File: src/rtl/fal_pkg.sv
package fal_pkg;
   // ------------------------------------------------------------
   // timing
   // ------------------------------------------------------------
   localparam int CLK_PERIOD_NS    = 100;          // interface clock period
   localparam int RW_LOW_TIME_NS   = 1000;         // least ready_wait low after reset
   localparam int RW_LOW_CYC       = (RW_LOW_TIME_NS + CLK_PERIOD_NS - 1) / CLK_PERIOD_NS;
   localparam int CAPTURE_EDGE     = 3;            // edge that latches the address
   localparam int SEQ_EDGES        = 4;            // length of the capture sequence
   localparam real PARAM_ERASE_S   = 2.5;          // parameter block erase, longest
   localparam real MAIN_ERASE_S    = 4.0;          // main block erase, longest
   localparam longint PARAM_ERASE_CYC = longint'(PARAM_ERASE_S * 1.0e9 / CLK_PERIOD_NS);
   localparam longint MAIN_ERASE_CYC  = longint'(MAIN_ERASE_S * 1.0e9 / CLK_PERIOD_NS);
   // ------------------------------------------------------------
   // widths and reset values
   // ------------------------------------------------------------
   localparam int ADDR_W           = 23;           // word address of main array
   localparam int DATA_W           = 16;           // data bus width
   localparam logic [22:0] ADDR_RST = 23'h000000;  // start address after reset
   localparam logic [1:0]  SEQ_CNT_RST = 2'h0;     // sequence edge count reset

   // sequence states
   typedef enum logic [1:0] {
      FAL_HOLD  = 2'b00,  // ready_wait held low
      FAL_WAIT  = 2'b01,  // released, waiting for start condition
      FAL_SEQ   = 2'b10,  // counting clock edges
      FAL_BURST = 2'b11   // delivering burst data
   } fal_state_t;

   // reader-side controls sampled together
   typedef struct packed {
      logic oe_n;          // output enable, active low
      logic addr_valid;    // address valid strobe
      logic hard_reset_n;  // reset pin
   } fal_ctl_t;

   // data toward the reader
   typedef struct packed {
      logic [15:0] data;   // read word
      logic        oe;     // data bus enable
   } fal_dout_t;
endpackage

File: src/rtl/fal_erase_timer.sv
`timescale 1ns/100ps
// ------------------------------------------------------------
// erase duration bound: busy while an erase runs, ends by limit
// ------------------------------------------------------------
module fal_erase_timer #(
   parameter longint PARAM_CYC = fal_pkg::PARAM_ERASE_CYC,
   parameter longint MAIN_CYC  = fal_pkg::MAIN_ERASE_CYC
) (
   input  wire logic ref_clk_i,
   input  wire logic reset_i,
   input  wire logic start_i,       // one-cycle erase request
   input  wire logic is_main_i,     // main block (else parameter)
   output logic      busy_o         // erase in progress
);
   import fal_pkg::*;
   logic [31:0] cnt_ff;             // cycles left
   logic [31:0] nxt_cnt;
   logic        busy_ff;
   // load limit on start, count down otherwise
   assign nxt_cnt = start_i ? (is_main_i ? 32'(MAIN_CYC) : 32'(PARAM_CYC))
                            : (cnt_ff != 32'h0 ? cnt_ff - 32'h1 : 32'h0);
   always_ff @(posedge ref_clk_i or posedge reset_i) begin
      if (reset_i) begin
         cnt_ff  <= 32'h0;
         busy_ff <= 1'b0;
      end else begin
         cnt_ff  <= nxt_cnt;
         busy_ff <= (nxt_cnt != 32'h0);
      end
   end
   assign busy_o = busy_ff;
endmodule

File: src/rtl/fal_first_addr.sv
`timescale 1ns/100ps
// Function
// - capture handshake lasts four clock cycles
// - latch address on third edge of the sequence
// - ready_wait low with bit4 resets sequence
// - after power-on: later of two events starts
// - otherwise only ready_wait rise starts sequence
// - burst starts from any latched address
// - erase bounded: 2.5 s parameter, 4 s main
// - ready_wait low during reset, then minimum delay
module fal_first_addr #(
   parameter int RW_LOW = fal_pkg::RW_LOW_CYC,
   parameter int AW     = fal_pkg::ADDR_W,
   parameter int DW     = fal_pkg::DATA_W
) (
   input  wire logic                ref_clk_i,
   input  wire logic                reset_i,       // power-on reset
   input  wire fal_pkg::fal_ctl_t   ctl_i,         // reader controls
   input  wire logic [AW-1:0]       addr_i,        // reader address
   input  wire logic                cfg_bit4_i,    // config_reg_bit4
   input  wire logic [DW-1:0]       array_data_i,  // array word at array_addr_o
   input  wire logic                erase_start_i, // erase request
   input  wire logic                erase_main_i,  // erase target is main block
   output logic                     ready_wait_o,  // config_ready_wait level
   output logic                     ready_wait_oe_o, // high while pin driven low
   output logic [AW-1:0]            array_addr_o,  // burst address
   output fal_pkg::fal_dout_t       dout_o,        // data toward reader
   output logic                     erase_busy_o   // erase in progress
);
   import fal_pkg::*;

   // ------------------------------------------------------------
   // state
   // ------------------------------------------------------------
   fal_state_t        state_ff, nxt_state;   // sequence state
   logic [15:0]       low_cnt_ff;            // ready_wait hold counter
   logic [1:0]        seq_cnt_ff;            // edges seen in sequence
   logic              por_ff;                // still in power-on phase
   logic              oe_seen_ff;            // oe fell while the pin was high
   logic              oe_n_d_ff;             // oe history for edge detect
   logic [AW-1:0]     addr_ff;               // latched / running address
   logic              rw_ff;                 // ready_wait pin level
   logic              rw_d_ff;               // rw history for edge detect
   fal_dout_t         dout_ff;               // output register
   logic              busy_w;                // erase busy from timer

   // ------------------------------------------------------------
   // decode
   // ------------------------------------------------------------
   wire hold_w    = ~ctl_i.hard_reset_n;                 // pin reset holds low
   wire rw_rise_w = rw_ff & ~rw_d_ff;                    // release event
   wire oe_fall_w = oe_n_d_ff & ~ctl_i.oe_n;             // output enable fell
   wire cond_w    = ctl_i.addr_valid & ctl_i.hard_reset_n & ~ctl_i.oe_n;
   // power-on: start on whichever came last, the rw rise or the oe fall;
   // an oe already low at release leaves the rw rise as the later event
   wire por_go_w  = por_ff & rw_ff & (rw_rise_w | oe_seen_ff | oe_fall_w) & cond_w;
   // later on only the ready_wait rise counts
   wire run_go_w  = ~por_ff & rw_rise_w & cond_w;
   wire start_w   = (state_ff == FAL_WAIT) & (por_go_w | run_go_w);
   wire cap_w     = (state_ff == FAL_SEQ) & (seq_cnt_ff == 2'(CAPTURE_EDGE - 1));
   wire seq_end_w = (state_ff == FAL_SEQ) & (seq_cnt_ff == 2'(SEQ_EDGES - 1));
   wire rel_w     = (low_cnt_ff == 16'(RW_LOW));         // hold time elapsed

   // ------------------------------------------------------------
   // next state
   // ------------------------------------------------------------
   // hold releases into wait, wait into sequence on a start,
   // sequence into burst after the fourth edge; burst runs until a reset
   always_comb begin
      nxt_state = state_ff;
      case (state_ff)
         FAL_HOLD: begin
            if (rel_w) begin
               nxt_state = FAL_WAIT;
            end
         end
         FAL_WAIT: begin
            if (start_w) begin
               nxt_state = FAL_SEQ;
            end
         end
         FAL_SEQ: begin
            if (seq_end_w) begin
               nxt_state = FAL_BURST;
            end
         end
         FAL_BURST: begin
            // only a reset leaves the burst
            nxt_state = FAL_BURST;
         end
         default: begin
            nxt_state = FAL_HOLD;
         end
      endcase
      // only this block pulls the pin, and rw_ff follows the state, so the pin is never low outside hold;
      // the term is kept so the bit4 restart does not hinge on that
      // pin reset or ready_wait low with bit4 restarts the sequence from hold
      if (hold_w | (~rw_ff & cfg_bit4_i & (state_ff != FAL_HOLD))) begin
         nxt_state = FAL_HOLD;
      end
   end

   // ------------------------------------------------------------
   // sequencer registers
   // ------------------------------------------------------------
   // pin level is a flop of its own, so the pin never glitches
   // while the state decode settles
   // state and ready_wait pin
   always_ff @(posedge ref_clk_i or posedge reset_i) begin
      if (reset_i) begin
         state_ff <= FAL_HOLD;
         rw_ff    <= 1'b0;
         rw_d_ff  <= 1'b0;
      end else begin
         state_ff <= nxt_state;
         rw_ff    <= (nxt_state != FAL_HOLD);
         rw_d_ff  <= rw_ff;
      end
   end

   // the counter stops at the release count, so it cannot wrap
   // and release the pin a second time
   // hold counter: counts only while held low
   always_ff @(posedge ref_clk_i or posedge reset_i) begin
      if (reset_i) begin
         low_cnt_ff <= 16'h0;
      end else if (nxt_state != FAL_HOLD || hold_w) begin
         low_cnt_ff <= 16'h0;                            // restart while pin reset
      end else if (!rel_w) begin
         low_cnt_ff <= low_cnt_ff + 16'h1;
      end
   end

   // oe_seen keeps a start armed when the enable fell with the pin high
   // but the other reader controls were not yet in place
   // power-on phase flags; pin reset does not reopen it
   always_ff @(posedge ref_clk_i or posedge reset_i) begin
      if (reset_i) begin
         por_ff     <= 1'b1;
         oe_seen_ff <= 1'b0;
         oe_n_d_ff  <= 1'b1;
      end else begin
         oe_n_d_ff <= ctl_i.oe_n;
         if (start_w) begin
            por_ff <= 1'b0;
         end
         if (oe_fall_w & rw_ff) begin
            oe_seen_ff <= 1'b1;
         end else if (ctl_i.oe_n) begin
            oe_seen_ff <= 1'b0;
         end
      end
   end

   // the count wraps on the fourth edge; harmless, since it is cleared
   // whenever the state is not the sequence state
   // edge counter; third edge in sequence latches address
   always_ff @(posedge ref_clk_i or posedge reset_i) begin
      if (reset_i) begin
         seq_cnt_ff <= SEQ_CNT_RST;
         addr_ff    <= ADDR_RST;
      end else begin
         if (state_ff != FAL_SEQ) begin
            seq_cnt_ff <= SEQ_CNT_RST;
         end else begin
            seq_cnt_ff <= seq_cnt_ff + 2'h1;
         end
         if (cap_w) begin
            addr_ff <= addr_i;
         end else if (state_ff == FAL_BURST) begin
            addr_ff <= addr_ff + {{(AW-1){1'b0}}, 1'b1};
         end
      end
   end

   // ------------------------------------------------------------
   // output data: one word every edge, no wait states
   // ------------------------------------------------------------
   // data follows the array every cycle; only the enable flag says
   // whether the word is meant for the reader
   // limitation: array must return the word in the same cycle
   always_ff @(posedge ref_clk_i or posedge reset_i) begin
      if (reset_i) begin
         dout_ff <= '0;
      end else begin
         dout_ff.oe   <= (state_ff == FAL_BURST) & ~ctl_i.oe_n;
         dout_ff.data <= array_data_i;
      end
   end

   // ------------------------------------------------------------
   // erase timing bound
   // ------------------------------------------------------------
   fal_erase_timer u_erase (
      .ref_clk_i (ref_clk_i),
      .reset_i   (reset_i),
      .start_i   (erase_start_i),
      .is_main_i (erase_main_i),
      .busy_o    (busy_w)
   );
   // extra flop keeps every top-level output except ready_wait_oe_o (inverted rw_ff) straight from a register
   logic busy_ff;                                        // registered busy
   always_ff @(posedge ref_clk_i or posedge reset_i) begin
      if (reset_i) begin
         busy_ff <= 1'b0;
      end else begin
         busy_ff <= busy_w;
      end
   end

   // ------------------------------------------------------------
   // outputs
   // ------------------------------------------------------------
   assign ready_wait_o    = rw_ff;
   assign ready_wait_oe_o = ~rw_ff;    // open drain: drive only the low level
   assign array_addr_o    = addr_ff;
   assign dout_o          = dout_ff;
   assign erase_busy_o    = busy_ff;
endmodule

File: config.mk
export PLATFORM = sky130hd
export DESIGN_NAME = fal_first_addr
export DESIGN_NICKNAME = d
export VERILOG_FILES = /design/src/rtl/fal_pkg.sv /design/src/rtl/fal_erase_timer.sv /design/src/rtl/fal_first_addr.sv
export SDC_FILE = /design/constraint.sdc
export NUM_CORES = 1
export LEC_CHECK = 0
export BUFFER_PORTS_ARGS = -buffer_cell sky130_fd_sc_hd__buf_2
export CELL_PAD_IN_SITES_DETAIL_PLACEMENT = 1
export CELL_PAD_IN_SITES_GLOBAL_PLACEMENT = 2
export CORE_UTILIZATION = 30
export CTS_BUF_LIST = sky130_fd_sc_hd__clkbuf_4 sky130_fd_sc_hd__clkbuf_8 sky130_fd_sc_hd__clkbuf_16
export DETAILED_ROUTE_END_ITERATION = 10
export HOLD_SLACK_MARGIN = 0.1
export MAX_ROUTING_LAYER = met4
export PLACE_DENSITY = 0.82
export RECOVER_POWER = 25
export SLEW_MARGIN = 25
export SYNTH_ARGS = -nofsm -noshare
export SYNTH_HDL_FRONTEND = slang
export SYNTH_HIERARCHICAL = 1
export SYNTH_SLANG_ARGS = --single-unit
File: constraint.sdc
create_clock -name ref_clk_i -period 3.5 [get_ports ref_clk_i]
set_input_delay 0.35 -clock ref_clk_i [delete_from_list [all_inputs] [get_ports ref_clk_i]]
set_output_delay 0.35 -clock ref_clk_i [all_outputs]
set_load 0.02 [all_outputs]
==> reports/results.txt, run 1 <==
Outcome: complete, but fails checks
Violated checks: max-capacitance violations, max-slew violations
Site Rows: 46
Clock latency on the worst-skew pair: 0.36 ns
Initial Utilization: 30.90%
Die height: 130.4 um
Clk pin slew, worst setup/hold paths: 0.07 ns
CP Data Required Time: 3.72 ns
Initial antenna violation count: 0
Nets: 650
DR vias: 3,995
Fillers: 1,835
Worst-path cell chain: inv_1 > ha_1 > nor3b_1 > and4_1 > nand3_2 > nor2b_4 > or2_1 > buf_4 > o21ai_0
Fin worst setup slack: 0.6411 ns
Setup bufs post-CTS: 0
Critical path type: reg -> reg
GRT Total Usage: 16.46%
Clock Path Buffers: 2
Average vias per placed instance: 4.878
Layout cells sized above 1: 21.76%
Final Hold Fails: 0
First-pass GRT wire length: 21.11 mm
GPL Wtd Cong: 0.8648
Worst-margin pin slew: 1.836 ns
Clock skew: 0.006782 ns
Register bit total from synthesis: 99
Most frequent cells in the layout: dfrtp_1 (97), buf_2 (87), nor2_1 (79)
Worst Hold Class: in -> reg
Vias in the first global route: 4,251
CTS sink count: 99
Leak: 2.514 nW
Max_cap viols: 1
Pin count of the biggest net entering global routing: 41
Setup TNS: 0 ns
Average size of a mapped cell: 9.969 um2
Asr flop ratio synth: 100.0%
DRT antenna net count: 0
Dpl ws: 0.6450 ns
Grt total ovfl: 0
Maximum VDD drop: 0.0002672 V
Die X: 130.4 um
Number of flops mapped to enable cells by yosys: 0
Fmax: 349.8 MHz
Final max-slew violation count: 34
Pre-antenna DRT Iters: 4
Post-synthesis sequential area ratio: 50.15%
Tcrit/Tclk final: 81.68%
Final worst path period need: 2.859 ns
Die footprint: 17,000 um2
Drt wl/cell: 15.78 um
Commonest non-fill, non-tap cell in the layout: dfrtp_1
Synthesis-to-finish area growth: 22.72%
Setup-failing EPs final: 0
HPWL after detailed placement: 9.377 mm
Root buffer cell: clkbuf_16
# port buffers: 89
RSZ-0062 raised after global routing: no
CP Max Fanout: 26
Crit path launch type: register
Synth Instances: 496
Core area: 16,000 um2
Pwr Density: 444.9 nW/um2
Worst path slowest cell: nor3b_1
Mapped Area: 4945 um2
H-Tree Depth: 3
Top Ports: 90
Post-route design area: 6068 um2
Yosys synthesis warning count: 6
Iter 0 DRT Violations: 139
CP max stage delay: 0.62 ns
CTS tree: built
Number of CTS-inserted buffers: 9
Slew headroom: -22.41%
Routed WL: 12.92 mm
Prevailing post-synth register cell: dfrtp_1
Worst EP arrival: 3.07 ns
Synth cell types: 57
# DRC: 0
Post-DP Area: 5592 um2
Syn Nets: 549
Worst setup EP type: register
## layer usage
metal / global-route usage (%) / share of wire, % / vias to the layer above
li1: - / - / 1942
met1: 19.75 / 46 / 1958
met2: 27.38 / 48 / 80
met3: 3.664 / 4.4 / 15
met4: 5.477 / 1.4 / 0
met5: - / 0 / -
## final cells by class
| cell class | instances | area, um2 | area share [%] |
|---|---|---|---|
| diodes | 1 | 2.502 | 0.04124 |
| well taps | 216 | 270.3 | 4.454 |
| flip-flops and latches | 99 | 2480 | 40.87 |
| repair buffers | 110 | 639.4 | 10.54 |
| inverters | 13 | 48.80 | 0.8041 |
| clock buffers | 9 | 225.2 | 3.711 |
| clock inverters | 7 | 85.08 | 1.402 |
| multi-input cells | 364 | 2317 | 38.19 |
## critical path: cells and delay by family (launching register included)
| kind | cells | cell delay, ns |
|---|---|---|
| flops | 1 | 0.43 |
| simple gates | 5 | 1.56 |
| fa+ha+maj | 1 | 0.19 |
| buf+inv | 2 | 0.37 |
| compound gates | 1 | 0.16 |
## registers in the layout (all words and copies together) (netlist names)
register / count
seq_cnt_ff: 2
state_ff: 2
u_erase/cnt_ff: 32
oe_seen_ff: 1
low_cnt_ff: 16
ready_wait_o: 1
array_addr_o: 23
oe_n_d_ff: 1
por_ff: 1
u_erase/busy_o: 1
dout_o: 17
erase_busy_o: 1
rw_d_ff: 1
## worst paths after layout
path	start	end	slack [ns]	cells after the start
max in group asynchronous	reset_i	u_erase/cnt_ff[30]	1.78	3
setup / recovery	u_erase/cnt_ff[0]	u_erase/cnt_ff[13]	0.64	9
hold reg to reg	u_erase/busy_o	erase_busy_o	0.38	0
setup reg to reg	u_erase/cnt_ff[0]	u_erase/cnt_ff[13]	0.64	9
hold / removal	addr_i[5]	array_addr_o[5]	0.24	3
min in group asynchronous	reset_i	low_cnt_ff[8]	0.33	2
## stage by stage
step	cells	util (%)	hold WS, ns	total power [W]
6_report	819	37.93	0.2386	0.002700
5_1_grt	818	37.91	0.2342	0.002841
4_1_cts	817	37.89	0.1019	0.002752
3_5_place_dp	785	34.95	0.3657	0.001678
3_3_place_gp	785	34.95	0.3706	0.001668
2_1_floorplan	496	-	0.3312	0.001550
## report_power, final
| group | leakage [nW] | switching (W) | internal [W] |
|---|---|---|---|
| logic | 1.13 | 0.000215 | 0.000155 |
| clock network | 0.152 | 0.000467 | 0.000567 |
| registers | 1.23 | 0.0000933 | 0.00120 |
| total | 2.51 | 0.000775 | 0.00192 |
## logic make-up (layout without fill, tap and decap cells)
family | Yosys count | after routing | share of synthesized area (%)
fa+ha+maj | 6 | 6 | 1.518
simple gates | 223 | 223 | 25.33
xor+xnor | 63 | 63 | 11.16
flops | 99 | 99 | 50.15
buf+inv | 33 | 139 | 2.986
mux | 1 | 1 | 0.2277
other cells | 0 | 1 | 0
compound gates | 71 | 71 | 8.629
## cell usage after synthesis, types with 5 or more instances
master	number	area, um2
nor4_2	6	75.07
nand3_1	18	90.09
inv_1	13	48.80
nand4_1	15	93.84
a21oi_1	30	150.1
xor2_1	28	245.2
xnor2_1	35	306.5
dfrtp_1	97	2427
nor4_1	13	81.33
nor3_1	17	85.08
clkbuf_1	14	52.55
nand2_1	30	112.6
ha_1	6	75.07
and4_1	5	43.79
o21ai_0	17	85.08
nor2_1	79	296.5
o21bai_1	5	37.54
## what timing repair did
item,in CTS,in global routing
resized for setup,0,0
hold buffers,16,1
hold endpoints to repair,16,1
Power figures use the tool's default switching activity.
==> run 2, diff against run 1 <==
- clock period: 3.5 -> 2.69 ns (I/O delays scaled with it)
==> reports/results.txt, run 2 (synthesis gave the netlist of run 1 again) <==
Outcome: finished clean
Maximum VDD drop: 0.0002977 V
RSZ-0062 raised after global routing: no
Clk pin slew, worst setup/hold paths: 0.07 ns
Most frequent cells in the layout: dfrtp_1 (97), buf_2 (87), nor2_1 (78)
Site Rows: 46
Sw Share: 27.75%
Setup TNS: 0 ns
H-Tree Depth: 3
Ant diodes: 0
Root buffer cell: clkbuf_16
Drt wl/cell: 16.29 um
Worst-margin pin slew: 1.006 ns
Worst R2R Setup Slack: 0.19 ns
Worst setup EP type: register
Crit path buf inv count: 1
Fillers: 1,904
FF-to-FF path depth: 9
Die X: 130.4 um
Total Power: 0.003509 W
Crit path launch type: register
DR vias: 4,105
Die height: 130.4 um
CP Max Fanout: 10
CP Capture Point: u_erase/busy_o
Fmax: 400.1 MHz
GPL Wtd Cong: 0.8529
Reg-to-reg startpoint: u_erase/cnt_ff[0]
CP most frequent cell: nor4_1
Leak: 2.564 nW
Initial antenna violation count: 0
Core area: 16,000 um2
# port buffers: 89
DRT antenna net count: 0
Clock skew: 0.01106 ns
Setup-failing EPs final: 0
Critical path type: reg -> reg
GRT Total Usage: 17.13%
# DRC: 0
Number of CTS-inserted buffers: 9
Nets: 661
CTS tree: built
Final max-slew violation count: 0
Worst-path cell chain: inv_1 > ha_1 > or3b_2 > nor4_1 > a31oi_1 > nor4_1 > o2111ai_1 > nor4_1 > a21oi_1
Largest register FFs: 32
Clock network power share: 36.8%
Clock Path Buffers: 2
CP max stage delay: 0.60 ns
Iter 0 DRT Violations: 101
Die footprint: 17,000 um2
Worst path slowest cell: or3b_2
Slew headroom: 32.84%
Max_cap viols: 0
CP delay by family, top: simple AND/OR/NAND/NOR gates
Pin count of the biggest net entering global routing: 41
Commonest non-fill, non-tap cell in the layout: dfrtp_1
Clock latency on the worst-skew pair: 0.35 ns
Comb power frac: 15.2%
CP startpoint: u_erase/cnt_ff[0]
Grt total ovfl: 0
Final worst path period need: 2.500 ns
Vias in the first global route: 4,284
Initial Utilization: 30.90%
Multi-input gate area: 2320 um2
First-pass GRT wire length: 21.74 mm
CTS sink count: 99
Crit path depth: 9
HPWL after detailed placement: 9.773 mm
Worst EP arrival: 2.73 ns
CP Data Required Time: 2.92 ns
Int Power: 0.002535 W
Average vias per placed instance: 4.958
Reg area: 2480 um2
Pwr Density: 571.7 nW/um2
Synthesis-to-finish area growth: 24.11%
Pre-antenna DRT Iters: 4
Crit Reg-Reg Endpoint: u_erase/busy_o
Flop pwr share: 48.0%
Biggest register: u_erase/cnt_ff
Worst Hold Class: in -> reg
Top Ports: 90
P_sw: 0.0009738 W
Final Hold Fails: 0
Layout cells sized above 1: 23.20%
Routed WL: 13.49 mm
Tcrit/Tclk final: 92.92%
==> run 2: cell types whose count changed in the layout (fill, tap and decap cells not counted), sizes merged <==
cell         change
inv              -2
buf             +10
dlygate4sd3      +1
diode            -1
clkbuf           +2
clkinv           -1
==> run 2: area by class of cell <==
| type | instances | area share [%] |
|---|---|---|
| timing repair buffer | 121 | 11.82 |
| sequential | 99 | 40.41 |
| tap | 216 | 4.404 |
| clock inverter | 4 | 0.8563 |
| multi-input combinational | 364 | 37.80 |
| clock buffer | 11 | 3.914 |
| inverter | 13 | 0.7951 |
==> run 2: worst min path at each step <==
stage,from,end,cells past startpoint,slack (ns)
global placement,u_erase/busy_o,erase_busy_o,0,0.37
CTS,addr_i[16],array_addr_o[16],3,0.15
global route,addr_i[20],array_addr_o[20],3,0.17
floorplan,ctl_i[2],oe_n_d_ff,0,0.27
detailed placement,u_erase/busy_o,erase_busy_o,0,0.37
finish,addr_i[16],array_addr_o[16],3,0.17
==> run 2: power by group through the flow <==
stage	registers (W)	clock network (W)	logic (W)
final	0.00168	0.00129	0.000532
after global placement	0.00170	0	0.000498
after global routing	0.00170	0.00140	0.000588
after detailed placement	0.00171	0	0.000509
after CTS	0.00168	0.00135	0.000533
after floorplan	0.00169	0	0.000324
==> run 2: tightest hold or removal path: stages <==
cell and delay [ns]:
buf_2 0.07, nor2_1 0.03, a21oi_1 0.10
==> run 2: metrics by stage <==
| step | util, % | setup WS, ns | cells | hold slack (ns) | cell area (um2) |
|---|---|---|---|---|---|
| floorplan | - | 0.3764 | 496 | 0.2735 | 4945 |
| global placement | 35.42 | 0.3055 | 795 | 0.3704 | 5667 |
| detailed placement | 35.42 | 0.2139 | 795 | 0.3736 | 5667 |
| CTS | 38.37 | 0.1821 | 828 | 0.1536 | 6140 |
| global route | 38.36 | 0.02347 | 828 | 0.1704 | 6137 |
| finish | 38.36 | 0.1903 | 828 | 0.1661 | 6137 |
==> run 2: repair_timing <==
| item | CTS | global route |
|---|---|---|
| endpoints found under the hold margin | 77 | 0 |
| resized for setup | 0 | 1 |
| endpoints found under the setup margin | 0 | 1 |
| hold buffers | 18 | 0 |
| setup buffers | 0 | 0 |
==> run 2: layer usage <==
metal | GRT usage [%] | routed length (um) | up-vias
met3 | 3.827 | 557 | 12
met5 | - | 0 | -
met1 | 20.40 | 6085 | 2050
li1 | - | - | 1964
met4 | 4.462 | 141 | 0
met2 | 29.26 | 6706 | 79
